## src/inc/hss_pkg.sv

```systemverilog
`default_nettype none
package hss_pkg;
	localparam logic [31:0] STATUS_OFFSET = 32'h0000_0024;
	localparam logic [31:0] STATUS_RESET = 32'h0000_1000;
	localparam int BIT_ASYNC_STATE = 15;
	localparam int BIT_PERIODIC_STATE = 14;
	localparam int BIT_EMPTY_ASYNC = 13;
	localparam int BIT_HALTED = 12;
	localparam int BIT_DOORBELL = 5;
	localparam int BIT_SYS_ERR = 4;
	localparam int BIT_ROLLOVER = 3;
	localparam int BIT_PORT_CHG = 2;
	localparam int BIT_XFER_ERR = 1;
	localparam int BIT_XFER_DONE = 0;
	localparam int NUM_EVENTS = 5;
	localparam logic RST_HALTED = 1'h1;
	localparam logic RST_FLAG = 1'h0;
endpackage : hss_pkg
`default_nettype wire
```

## src/design/hss_flag.sv

```systemverilog
`default_nettype none
module hss_flag (
	input wire logic i_clk, // core clock
	input wire logic i_rst, // async reset, active high
	input wire logic i_set, // hardware event pulse
	input wire logic i_clr, // clear pulse
	output logic o_flag // sticky flag
);
	// set wins over a clear in the same cycle
	always_ff @(posedge i_clk or posedge i_rst) begin
		if (i_rst) begin
			o_flag <= hss_pkg::RST_FLAG;
		end else if (i_set) begin
			o_flag <= 1'h1;
		end else if (i_clr) begin
			o_flag <= 1'h0;
		end
	end
endmodule : hss_flag
`default_nettype wire

```

## src/design/hss_status.sv

```systemverilog
`default_nettype none
module hss_status (
	input wire logic I_REF_CLK, // 40 MHz core clock
	input wire logic I_SYS_RST, // async reset, active high
	input wire logic [31:0] I_BASE_ADDR, // memory base address register
	input wire logic [31:0] I_ADDR, // access byte address
	input wire logic I_WR, // write strobe
	input wire logic I_RD, // read strobe
	input wire logic [31:0] I_WDATA, // write data
	input wire logic I_RUN_STOP_CTRL, // run/stop from command register
	input wire logic I_ASYNC_SCHED_ENABLE, // async enable from command reg
	input wire logic I_PERIODIC_SCHED_ENABLE, // periodic enable
	input wire logic I_SCHED_TICK, // schedule boundary pulse
	input wire logic I_PIPE_IDLE, // no active transactions in pipeline
	input wire logic I_EMPTY_ASYNC_DETECT, // empty async schedule seen
	input wire logic I_EVT_DOORBELL, // doorbell advance event pulse
	input wire logic I_DOORBELL_ACK, // core clears doorbell flag
	input wire logic [4:0] I_EVT, // event pulses for bits 4..0
	output logic [31:0] O_RDATA, // read data
	output logic O_RD_VALID, // read answer pulse
	output logic O_CONTROLLER_HALTED // halted state
);
	logic hit;
	logic [4:0] evt_flag;
	logic [4:0] clr;
	logic async_sched_state;
	logic periodic_sched_state;
	logic empty_async_detect;
	logic controller_halted;
	logic doorbell_advance_flag;
	logic [31:0] host_status;
	logic [31:0] next_rdata;

	assign hit = (I_ADDR == 32'(I_BASE_ADDR + hss_pkg::STATUS_OFFSET));

	// writable event bits clear where a one is written
	assign clr = (I_WR && hit) ? I_WDATA[4:0] : 5'h00;

	genvar g;
	generate
		for (g = 0; g < hss_pkg::NUM_EVENTS; g++) begin : g_evt
			hss_flag u_flag (
				.i_clk(I_REF_CLK),
				.i_rst(I_SYS_RST),
				.i_set(I_EVT[g]),
				.i_clr(clr[g]),
				.o_flag(evt_flag[g])
			);
		end
	endgenerate

	// schedule states take the enable only at a schedule boundary
	always_ff @(posedge I_REF_CLK or posedge I_SYS_RST) begin
		if (I_SYS_RST) begin
			async_sched_state <= hss_pkg::RST_FLAG;
			periodic_sched_state <= hss_pkg::RST_FLAG;
		end else if (I_SCHED_TICK) begin
			async_sched_state <= I_ASYNC_SCHED_ENABLE;
			periodic_sched_state <= I_PERIODIC_SCHED_ENABLE;
		end
	end

	always_ff @(posedge I_REF_CLK or posedge I_SYS_RST) begin
		if (I_SYS_RST) begin
			empty_async_detect <= hss_pkg::RST_FLAG;
		end else begin
			empty_async_detect <= I_EMPTY_ASYNC_DETECT;
		end
	end

	// halt only after the pipeline has drained
	always_ff @(posedge I_REF_CLK or posedge I_SYS_RST) begin
		if (I_SYS_RST) begin
			controller_halted <= hss_pkg::RST_HALTED;
		end else if (I_RUN_STOP_CTRL) begin
			controller_halted <= 1'h0;
		end else if (I_PIPE_IDLE) begin
			controller_halted <= 1'h1;
		end
	end

	// doorbell flag is not cleared by software writes
	always_ff @(posedge I_REF_CLK or posedge I_SYS_RST) begin
		if (I_SYS_RST) begin
			doorbell_advance_flag <= hss_pkg::RST_FLAG;
		end else if (I_EVT_DOORBELL) begin
			doorbell_advance_flag <= 1'h1;
		end else if (I_DOORBELL_ACK) begin
			doorbell_advance_flag <= 1'h0;
		end
	end

	always_comb begin
		host_status = 32'h0000_0000;
		host_status[hss_pkg::BIT_ASYNC_STATE] = async_sched_state;
		host_status[hss_pkg::BIT_PERIODIC_STATE] = periodic_sched_state;
		host_status[hss_pkg::BIT_EMPTY_ASYNC] = empty_async_detect;
		host_status[hss_pkg::BIT_HALTED] = controller_halted;
		host_status[hss_pkg::BIT_DOORBELL] = doorbell_advance_flag;
		host_status[4:0] = evt_flag;
	end

	assign next_rdata = (I_RD && hit) ? host_status : 32'h0000_0000;

	always_ff @(posedge I_REF_CLK or posedge I_SYS_RST) begin
		if (I_SYS_RST) begin
			O_RDATA <= 32'h0000_0000;
			O_RD_VALID <= 1'h0;
		end else begin
			O_RDATA <= next_rdata;
			O_RD_VALID <= I_RD && hit;
		end
	end

	always_ff @(posedge I_REF_CLK or posedge I_SYS_RST) begin
		if (I_SYS_RST) begin
			O_CONTROLLER_HALTED <= hss_pkg::RST_HALTED;
		end else begin
			O_CONTROLLER_HALTED <= next_halt_out();
		end
	end

	function automatic logic next_halt_out();
		if (I_RUN_STOP_CTRL) begin
			return 1'h0;
		end
		return controller_halted | I_PIPE_IDLE;
	endfunction : next_halt_out

	// helper for the reset value check
	logic seen;
	always_ff @(posedge I_REF_CLK or posedge I_SYS_RST) begin
		if (I_SYS_RST) begin
			seen <= 1'h0;
		end else begin
			seen <= 1'h1;
		end
	end
endmodule : hss_status
`default_nettype wire

```

## config.mk

```make
export PLATFORM = sky130hd
export DESIGN_NAME = hss_status
export DESIGN_NICKNAME = d
export VERILOG_FILES = /design/src/inc/hss_pkg.sv /design/src/design/hss_flag.sv /design/src/design/hss_status.sv
export SDC_FILE = /design/constraint.sdc
export NUM_CORES = 1
export LEC_CHECK = 0
export ABC_AREA = 1
export ABC_CLOCK_PERIOD_IN_PS = 800
export BUFFER_PORTS_ARGS = -buffer_cell sky130_fd_sc_hd__clkbuf_2
export CORE_MARGIN = 2
export CORE_UTILIZATION = 41
export CTS_BUF_LIST = sky130_fd_sc_hd__clkbuf_16
export DETAILED_ROUTE_END_ITERATION = 10
export PLACE_DENSITY = 0.79
export SKIP_CTS_REPAIR_TIMING = 1
export SYNTH_ARGS = -nofsm -noshare
export SYNTH_HDL_FRONTEND = slang
export SYNTH_SLANG_ARGS = --single-unit
```

## constraint.sdc

```tcl
create_clock -name I_REF_CLK -period 0.8 [get_ports I_REF_CLK]
set_clock_uncertainty 0.05 [all_clocks]
set_input_delay 0.16 -clock I_REF_CLK [delete_from_list [all_inputs] [get_ports I_REF_CLK]]
set_output_delay 0.16 -clock I_REF_CLK [all_outputs]
set_load 0.01 [all_outputs]
```

==> results of run 1 <==
==> cell type report <==
class / count / share of cell area (%)
multi-input combinational: 312 / 49.3
timing repair buffer: 141 / 24.4
sequential: 22 / 15.0
inverter: 65 / 6.62
tap: 75 / 2.55
clock buffer: 3 / 2.04
clock inverter: 1 / 0.102
==> critical path, delay by kind of cell <==
kind | cells | cell delay [ns]
AO/OA/AOI/OAI | 1 | 0.13
adder cells (fa/ha/maj) | 1 | 0.16
buffers and inverters | 3 | 0.37
AND/OR/NAND/NOR | 10 | 1.06
==> kinds of logic (layout without fill, tap and decap cells) <==
| family | Yosys count | count (layout) | synth area share (%) |
|---|---|---|---|
| adder cells (fa/ha/maj) | 1 | 1 | 0.496 |
| XOR/XNOR | 35 | 35 | 12.1 |
| flip-flops | 22 | 22 | 21.9 |
| AND/OR/NAND/NOR | 241 | 241 | 46.0 |
| AO/OA/AOI/OAI | 13 | 13 | 2.68 |
| other | 1 | 22 | 0.149 |
| buffers and inverters | 88 | 210 | 16.7 |
==> per-layer routing <==
metal  part of all wire, %  track usage, %
met5                     0               0
met4                   2.2            6.17
met3                   6.7            2.93
met2                    54            40.1
met1                    37            22.9
==> Yosys cell counts, types with 5 or more instances <==
| cell type | n | area, µm² |
|---|---|---|
| nand3_1 | 27 | 135 |
| inv_1 | 60 | 225 |
| dfrtp_1 | 20 | 500 |
| nand4_1 | 15 | 93.8 |
| buf_4 | 22 | 165 |
| xor2_1 | 23 | 201 |
| nand2_1 | 118 | 443 |
| xnor2_1 | 12 | 105 |
| nor2_2 | 19 | 119 |
| o21ai_0 | 5 | 25.0 |
| nor2_1 | 39 | 146 |
| inv_2 | 5 | 18.8 |
==> power groups by stage <==
| stage | clock, mW | combinational, mW | sequential (mW) |
|---|---|---|---|
| finish | 1.04 | 1.35 | 1.15 |
| global route | 1.11 | 1.50 | 1.15 |
| CTS | 1.06 | 1.23 | 1.15 |
| detailed placement | 0 | 1.23 | 1.17 |
| global placement | 0 | 1.20 | 1.16 |
| floorplan | 0 | 0.724 | 1.17 |
==> cell usage in the layout, fill, tap and decap left out, types with 2 or more instances in the layout <==
cell type | Yosys | layout
nand2_1 | 118 | 110
clkbuf_2 | 0 | 92
inv_1 | 60 | 59
buf_4 | 22 | 38
nor2_1 | 39 | 29
nand3_1 | 27 | 24
conb_1 | 1 | 22
xor2_1 | 23 | 21
dfrtp_1 | 20 | 20
nor2_2 | 19 | 18
nand4_1 | 15 | 15
nor2_4 | 3 | 14
xnor2_1 | 12 | 12
nand2_2 | 4 | 11
inv_2 | 5 | 6
nand3_2 | 3 | 5
o21ai_0 | 5 | 4
clkbuf_16 | 0 | 4
nand2_4 | 4 | 3
a21oi_1 | 4 | 3
o21ai_1 | 3 | 3
dlygate4sd3_1 | 0 | 3
dfstp_2 | 2 | 2
nand2_8 | 0 | 2
nand3b_1 | 2 | 2
xor2_2 | 0 | 2
nor3b_2 | 1 | 2
buf_8 | 0 | 2
buf_6 | 1 | 2
buf_12 | 0 | 2
==> worst paths after layout <==
kind / start / to / slack (ns) / cells past startpoint
worst min register to register: g_evt[3].u_flag.o_flag / g_evt[3].u_flag.o_flag / 0.42 / 2
worst max register to register: controller_halted / controller_halted / -0.03 / 2
max in group asynchronous: I_SYS_RST / O_CONTROLLER_HALTED / 0.06 / 4
min in group asynchronous: I_SYS_RST / O_RD_VALID / 0.41 / 4
worst min-delay path: I_DOORBELL_ACK / doorbell_advance_flag / 0.03 / 2
worst max-delay path: I_BASE_ADDR[2] / O_RDATA[4] / -0.94 / 15
==> sequential cells by signal, indices dropped and copies added, names as in the netlist <==
| register | cells |
|---|---|
| O_RD_VALID | 1 |
| O_CONTROLLER_HALTED | 1 |
| doorbell_advance_flag | 1 |
| controller_halted | 1 |
| O_RDATA | 10 |
| g_evt.u_flag.o_flag | 5 |
| async_sched_state | 1 |
| empty_async_detect | 1 |
| periodic_sched_state | 1 |
==> metrics by stage <==
| stage | TNS [ns] | instance area (µm²) | instances | hold slack (ns) |
|---|---|---|---|---|
| final | -16.17 | 3680 | 619 | 0.0311 |
| after global routing | -18.75 | 3680 | 619 | 0.0344 |
| after CTS | -17.75 | 3440 | 615 | -0.148 |
| after detailed placement | -19.98 | 3360 | 611 | 0.124 |
| after global placement | -18.92 | 3360 | 611 | 0.117 |
| after floorplan | -13.13 | 2630 | 422 | 0.0977 |
==> run summary, run 1 <==
Worst-path clk slew: 0.06 ns
area of the multi-input gates: 1820 µm²
Worst EP arrival: 1.88 ns
Worst EP required: 0.94 ns
Startpoint Class: input port
flops & latches, synth: 22
# fillers: 543
Max VDD drop: 0.00124 V
Crit. End Element: register
total congestion overflow: 0
unrepaired setup endpoints after global routing: yes
Comb pwr share: 38.1%
all-layer global routing usage: 20.7%
Place WS: -1.27 ns
endpoints failing hold: 0
Tmin final: 1.74 ns
vias in the first global route: 2700
clk_lat worst skew: 0.25 ns
violated checks: setup timing
row count: 28
Sw Ratio: 31.9%
synthesized area: 2520 µm²
share of post-route cells with drive strength above 1: 39.3%
Final #Nets: 659
outcome: finished, violations left
max-slew violation count: 0
Overall Power: 3.53 mW
crit path cell chain: buf_8, ha_4, nand2_4, inv_1, o21ai_1, nand2_1, nand3b_1, nor3_2, nand2_2, nor2_2, nand2_1, nor2_2, nand3_2, clkbuf_16, nor2_4
DRC errors left: 0
Initial Utilization: 42.6%
Most used DFF post-synth: dfrtp_1
Worst Hold Class: input port to register
total CTS buffers: 3
core area: 5920 µm²
total die area: 6800 µm²
Seq/Total Area, Yosys: 21.9%
PD cells: 959 nW/µm²
antenna viol nets, final: 0
post-DP HPWL: 6040 µm
Chip Width: 82.5 µm
number of synthesized flops with an enable pin: 0
first-pass iteration count of the detailed router: 4
routability congestion estimate: 0.909
Crit-path slowest cell: nand3b_1
CTS Buffer Depth: 2
Final Util: 62.2%
CTS tree: yes
CP max FO: 5
H-tree depth: 1
Synth Area per Inst: 6.29 µm²
per-cell routed wire length: 11.7 µm
Leakage Power: 2.09 nW
share of power burned in registers: 32.5%
initial antenna violation count: 0
Fmax: 576 MHz
critical path type: input port to register
post-synth cell types: 31
post-route clock period utilization: 217%
root buffer cell: clkbuf_16
Final Worst Setup Slack: -0.936 ns
cell-internal power: 2.41 mW
Synthesis Warnings: 0
drt initial violations: 135
share of flip-flops with an asynchronous set or reset: 100%
register area: 553 µm²
Via-to-Cell Ratio: 4.63
Top Ports: 147
die height: 82.5 µm
Clock Sinks: 22
power share of the clock group: 29.4%
Area Growth Syn to Fin: 46.0%
CP max stage delay: 0.22 ns
antenna cell count: 0
Final Routed Wirelength: 7250 µm
Syn Inst Count: 401
DR vias: 2868
maximum capacitance violations: 0
PortBufs: 97
P_sw: 1.13 mW
endpoints failing setup: 30
largest net degree at the start of global routing: 23
first-pass GRT wire length: 11000 µm
Power figures use the tool's default switching activity.
==> inputs of run 2 (changes only) <==
TNS_END_PERCENT = 20   (was not set)
==> run 2 against run 1 <==
Compared with the run above: the run ends with hold timing, setup timing left; critical path depth is 1 lower; power is 11% higher; combinational power is 4% higher; sequential power hardly changed; non-clock buffer count is 15 higher; flip-flop and latch count stayed put; die area stayed put; cell count is 2.4% higher; maximum frequency is 5.0% lower; clock-buffer cell count stayed put; largest cell class unchanged; register-to-register slack better by 0.04 ns.
==> run summary, run 2 (synthesis gave the netlist of run 1 again) <==
outcome: finished, violations left
violated checks: hold timing, setup timing
maximum capacitance violations: 0
# fillers: 529
reg2reg setup slack: 0.01 ns
share of post-route cells with drive strength above 1: 39.0%
DRC errors left: 0
post-route clock period utilization: 229%
clk_lat worst skew: 0.25 ns
CTS Buffer Depth: 2
Top Ports: 147
Largest regs: O_RDATA x10, g_evt.u_flag.o_flag x5
Startpoint Class: input port
vias in the first global route: 2728
total congestion overflow: 0
DR vias: 2942
first-pass iteration count of the detailed router: 4
CP max FO: 6
Initial Utilization: 42.6%
most common cell after layout, fill and taps aside: nand2_1
CTS tree: yes
final instance area: 3790 µm²
initial antenna violation count: 0
routability congestion estimate: 0.926
Chip Width: 82.5 µm
row count: 28
Max VDD drop: 0.000988 V
Area Growth Syn to Fin: 50.0%
per-cell routed wire length: 12.3 µm
Via-to-Cell Ratio: 4.64
Biggest register: O_RDATA
unrepaired setup endpoints after global routing: yes
Clock Sinks: 22
post-DP HPWL: 6280 µm
Min Hold Slack: -0.100 ns
H-tree depth: 1
max-slew violation count: 0
Fmax: 547 MHz
Crit. End Element: register
area of the multi-input gates: 1770 µm²
Place WS: -1.29 ns
register area: 553 µm²
Worst Hold Class: input port to async pin
Worst EP arrival: 1.97 ns
endpoints failing hold: 16
largest net degree at the start of global routing: 14
Placed Area: 3450 µm²
most frequent cells in the layout: 114 x nand2_1, 94 x clkbuf_2, 60 x inv_1
Final #Nets: 674
PD cells: 1030 nW/µm²
max reg flops: 10
die height: 82.5 µm
all-layer global routing usage: 21.1%
Worst-path clk slew: 0.06 ns
Tmin final: 1.83 ns
core area: 5920 µm²
Final Worst Setup Slack: -1.03 ns
root buffer cell: clkbuf_16
Worst EP required: 0.94 ns
PortBufs: 97
Leakage Power: 2.18 nW
drt initial violations: 137
Final Util: 63.9%
Fin Setup TNS: -17.81 ns
first-pass GRT wire length: 11400 µm
endpoints failing setup: 28
total CTS buffers: 3
critical path type: input port to register
Final Routed Wirelength: 7790 µm
antenna cell count: 0
total die area: 6800 µm²
antenna viol nets, final: 0
## run 2: cell types whose count changed in the layout (fill, tap and decap cells not counted), moves of 3 or more
| cell | previous run | this run |
|---|---|---|
| buf_4 | 38 | 50 |
| nand2_1 | 110 | 114 |
| nand2_2 | 11 | 7 |
| nand3_2 | 5 | 1 |
| nor2_1 | 29 | 32 |
| nor2_4 | 14 | 11 |
## run 2: stage by stage
stage	hold WS [ns]	power (mW)	cells
3_5_place_dp	0.0305	2.45	622
6_report	-0.100	3.91	634
3_3_place_gp	0.0215	2.42	622
5_1_grt	-0.0878	4.14	634
2_1_floorplan	0.0977	1.89	422
4_1_cts	-0.231	3.82	626
## run 2: final cells by class
cell class                 instances  area share [%]
clock buffer                       3            1.98
timing repair buffer             156            27.1
sequential                        22            14.6
inverter                          65            6.44
clock inverter                     1           0.793
multi-input combinational        312            46.6
tap                               75            2.48
## run 2: worst paths after layout
path | cells past startpoint | from | endpoint
max | 14 | I_BASE_ADDR[8] | O_RDATA[1]
min | 3 | I_SYS_RST | g_evt[1].u_flag.o_flag
max reg2reg | 2 | controller_halted | O_CONTROLLER_HALTED
min reg2reg | 2 | g_evt[4].u_flag.o_flag | g_evt[4].u_flag.o_flag
max in group asynchronous | 3 | I_SYS_RST | O_RDATA[14]
min in group I_REF_CLK | 3 | I_EVT[2] | g_evt[2].u_flag.o_flag
## run 2: layer usage
layer  GRT usage [%]  routed length [µm]  vias to the layer above
met5               0                   0                        -
met2            39.9                4160                      115
met4            6.33                 208                        0
met3            1.09                 372                       20
met1            25.5                3050                     1304
li1                -                   -                     1503
## run 2: where the power goes
part | switching [mW] | internal [mW]
sequential | 0.00860 | 1.14
clock | 0.376 | 0.992
combinational | 0.764 | 0.633
## run 2: worst max-delay path, cell delays in order
cell      delay (ns)
clkbuf_2        0.14
nand2_2         0.12
nor2_4          0.18
nand2_1         0.15
nor2_2          0.17
nand2_1         0.09
nand2_1         0.07
nand2_1         0.07
nor3b_2         0.16
nand3_1         0.12
nor2_2          0.15
nand3_4         0.12
buf_12          0.16
nor2_4          0.10
==> inputs of run 3 (changes only) <==
ABC_AREA = not set   (was 1)
CORE_UTILIZATION = 39   (was 41)
==> run 3 against run 2 <==
Compared with the run above: the flow still finishes with violations (hold timing, setup timing); hold slack better by 0.086 ns; power down 2.7%; sequential power about the same; synthesized cell count down 36%; clock power about the same; area after synthesis down 13%; combinational power down 9%; global-route usage down 1.0 points; critical path type unchanged; critical endpoint is now O_RDATA[13]; highest routed layer unchanged.
==> run summary, run 3 <==
Fmax: 372 MHz
Area Growth Syn to Fin: 61.8%
Hold Path Cell Cnt: 2
count leader, synth: buf_4
Worst EP arrival: 2.80 ns
M2 GR Usage: 38.9%
violated checks: hold timing, setup timing
maximum capacitance violations: 0
final instance area: 3550 µm²
drt initial violations: 84
row count: 27
worst r2r path cells: 2
most common cell after layout, fill and taps aside: clkbuf_2
slew of the pin with the lowest slew margin: 0.770 ns
PD cells: 1070 nW/µm²
first-pass iteration count of the detailed router: 5
Final Worst Setup Slack: -1.89 ns
Startpoint Class: input port
terminus of the critical flop-to-flop path: O_RDATA[12]
Simple-Gate Fraction of Synth Area: 31.2%
crit path launch: I_BASE_ADDR[2]
Initial Utilization: 40.1%
CTS Buffer Depth: 2
Top Ports: 147
initial antenna violation count: 0
reg2reg setup slack: -0.20 ns
antenna cell count: 0
core area: 5470 µm²
all-layer global routing usage: 20.1%
worst flop-to-flop path startpoint: controller_halted
vias in the first global route: 2401
Largest regs: O_RDATA x10, g_evt.u_flag.o_flag x5
total die area: 6240 µm²
Clock Sinks: 22
Synth Area per Inst: 8.54 µm²
total congestion overflow: 0
Biggest register: O_RDATA
largest family of logic cells by synthesized area: simple AND/OR/NAND/NOR gates
flops & latches, synth: 22
PortBufs: 97
post-synth top area cell: dfrtp_1
Synthesis Warnings: 0
first-pass GRT wire length: 10300 µm
GR peak layer: met2
GR Util met1: 22.9%
antenna viol nets, final: 0
endpoints failing setup: 29
post-synth cell types: 59
synthesized area: 2190 µm²
Max VDD drop: 0.00103 V
Final Routed Wirelength: 6940 µm
largest net degree at the start of global routing: 14
H-tree depth: 1
Chip Width: 79.0 µm
Worst EP required: 0.90 ns
commonest cells in the netlist: 22 x buf_4, 20 x dfrtp_1, 19 x inv_1, 19 x xnor2_1, 17 x xor2_1
per-cell routed wire length: 13.8 µm
Tmin final: 2.69 ns
clk_lat worst skew: 0.26 ns
Via-to-Cell Ratio: 5.12
critical path type: input port to register
unrepaired setup endpoints after global routing: yes
DRC errors left: 0
Worst Hold Class: input port to register
DR vias: 2578
max reg flops: 10
adder-cell share of the synthesized area: 0.570%
Most used DFF post-synth: dfrtp_1
CP max FO: 5
Final #Nets: 547
endpoints failing hold: 2
max-slew violation count: 0
Fin Setup TNS: -30.01 ns
total CTS buffers: 3
routability congestion estimate: 0.913
met3 Use GR: 3.07%
root buffer cell: clkbuf_16
Leakage Power: 1.71 nW
post-route clock period utilization: 336%
top cell type's share of synthesized area: 22.8%
Seq/Total Area, Yosys: 25.2%
most frequent cells in the layout: 94 x clkbuf_2, 74 x buf_4, 22 x conb_1
post-synthesis mux area share: 1.43%
die height: 79.0 µm
Placed Area: 3190 µm²
number of synthesized flops with an enable pin: 0
Setup crit end: O_RDATA[13]
outcome: finished, violations left
Worst-path clk slew: 0.06 ns
max_slew headroom: 48.6%
CTS tree: yes
compound-cell area share of the yosys netlist: 13.9%
post-DP HPWL: 5380 µm
share of flip-flops with an asynchronous set or reset: 100%
Crit. End Element: register
Post-Synth XOR/XNOR Area: 15.5%
share of post-route cells with drive strength above 1: 48.6%
synth top area cells: dfrtp_1 23%, xnor2_1 7.6%, buf_4 7.5%
Syn Inst Count: 257
Min Hold Slack: -0.0140 ns
==> run 3: cell count changes in the layout (fill, tap and decap cells not counted), sizes merged, moves of 5 or more <==
cell / change
a41oi: +5
a31oi: +5
xnor2: +7
nor2: -47
nand2: -110
nand3: -18
buf: +20
and4: +6
and3: +5
nand4: -8
inv: -46
nor4: +12
xor2: -6
==> run 3: how the worst min path moves through the flow <==
| stage | start | endpoint | slack, ns |
|---|---|---|---|
| floorplan | I_SYS_RST | O_RDATA[0] | 0.1 |
| global placement | I_SYS_RST | g_evt[2].u_flag.o_flag | 0.05 |
| detailed placement | I_SYS_RST | g_evt[1].u_flag.o_flag | 0.05 |
| CTS | I_SYS_RST | g_evt[1].u_flag.o_flag | -0.22 |
| global route | I_RUN_STOP_CTRL | O_CONTROLLER_HALTED | -0.01 |
| finish | I_RUN_STOP_CTRL | controller_halted | -0.01 |
==> run 3: cell families (layout without fill, tap and decap cells) <==
kind of cell | Yosys count | count (layout)
mux | 3 | 3
buf+inv | 46 | 199
compound gates | 41 | 41
other cells | 1 | 22
fa+ha+maj | 1 | 1
xor+xnor | 37 | 37
simple gates | 106 | 107
flops | 22 | 22
==> run 3: worst max-delay path, stage by stage <==
cell and delay [ns]:
buf_8 0.08, ha_4 0.14, a21oi_4 0.05, or4_4 0.52, or4b_4 0.52, a31oi_4 0.18
o2111ai_4 0.16, or4_4 0.64, buf_4 0.18, nor4_4 0.16
==> run 3: area by class of cell <==
| type | instances | area, µm² |
|---|---|---|
| Multi-Input combinational cell | 211 | 1600 |
| Inverter | 19 | 71.3 |
| Fill cell | 470 | 1920 |
| Clock inverter | 1 | 30.0 |
| Timing Repair Buffer | 176 | 1130 |
| Clock buffer | 3 | 75.1 |
| Tap cell | 72 | 90.1 |
| Sequential cell | 22 | 553 |
==> run 3: per-stage QoR <==
stage / util (%) / power [mW] / setup WS (ns) / std cells
floorplan: - / 1.75 / -1.84 / 278
global placement: 58.3 / 2.29 / -1.98 / 489
detailed placement: 58.3 / 2.33 / -2.14 / 489
CTS: 60.2 / 3.70 / -1.90 / 493
global route: 64.9 / 3.99 / -1.95 / 504
finish: 64.9 / 3.81 / -1.89 / 504
==> run 3: power breakdown <==
| part | internal [mW] | switching (mW) |
|---|---|---|
| Clock | 0.993 | 0.396 |
| Combinational | 0.651 | 0.619 |
| Sequential | 1.14 | 0.00897 |
==> run 3: layer usage <==
metal,part of all wire (%),wire length [µm]
met1,38,2610
met5,0,0
met3,6.5,453
met2,54,3760
met4,1.6,113
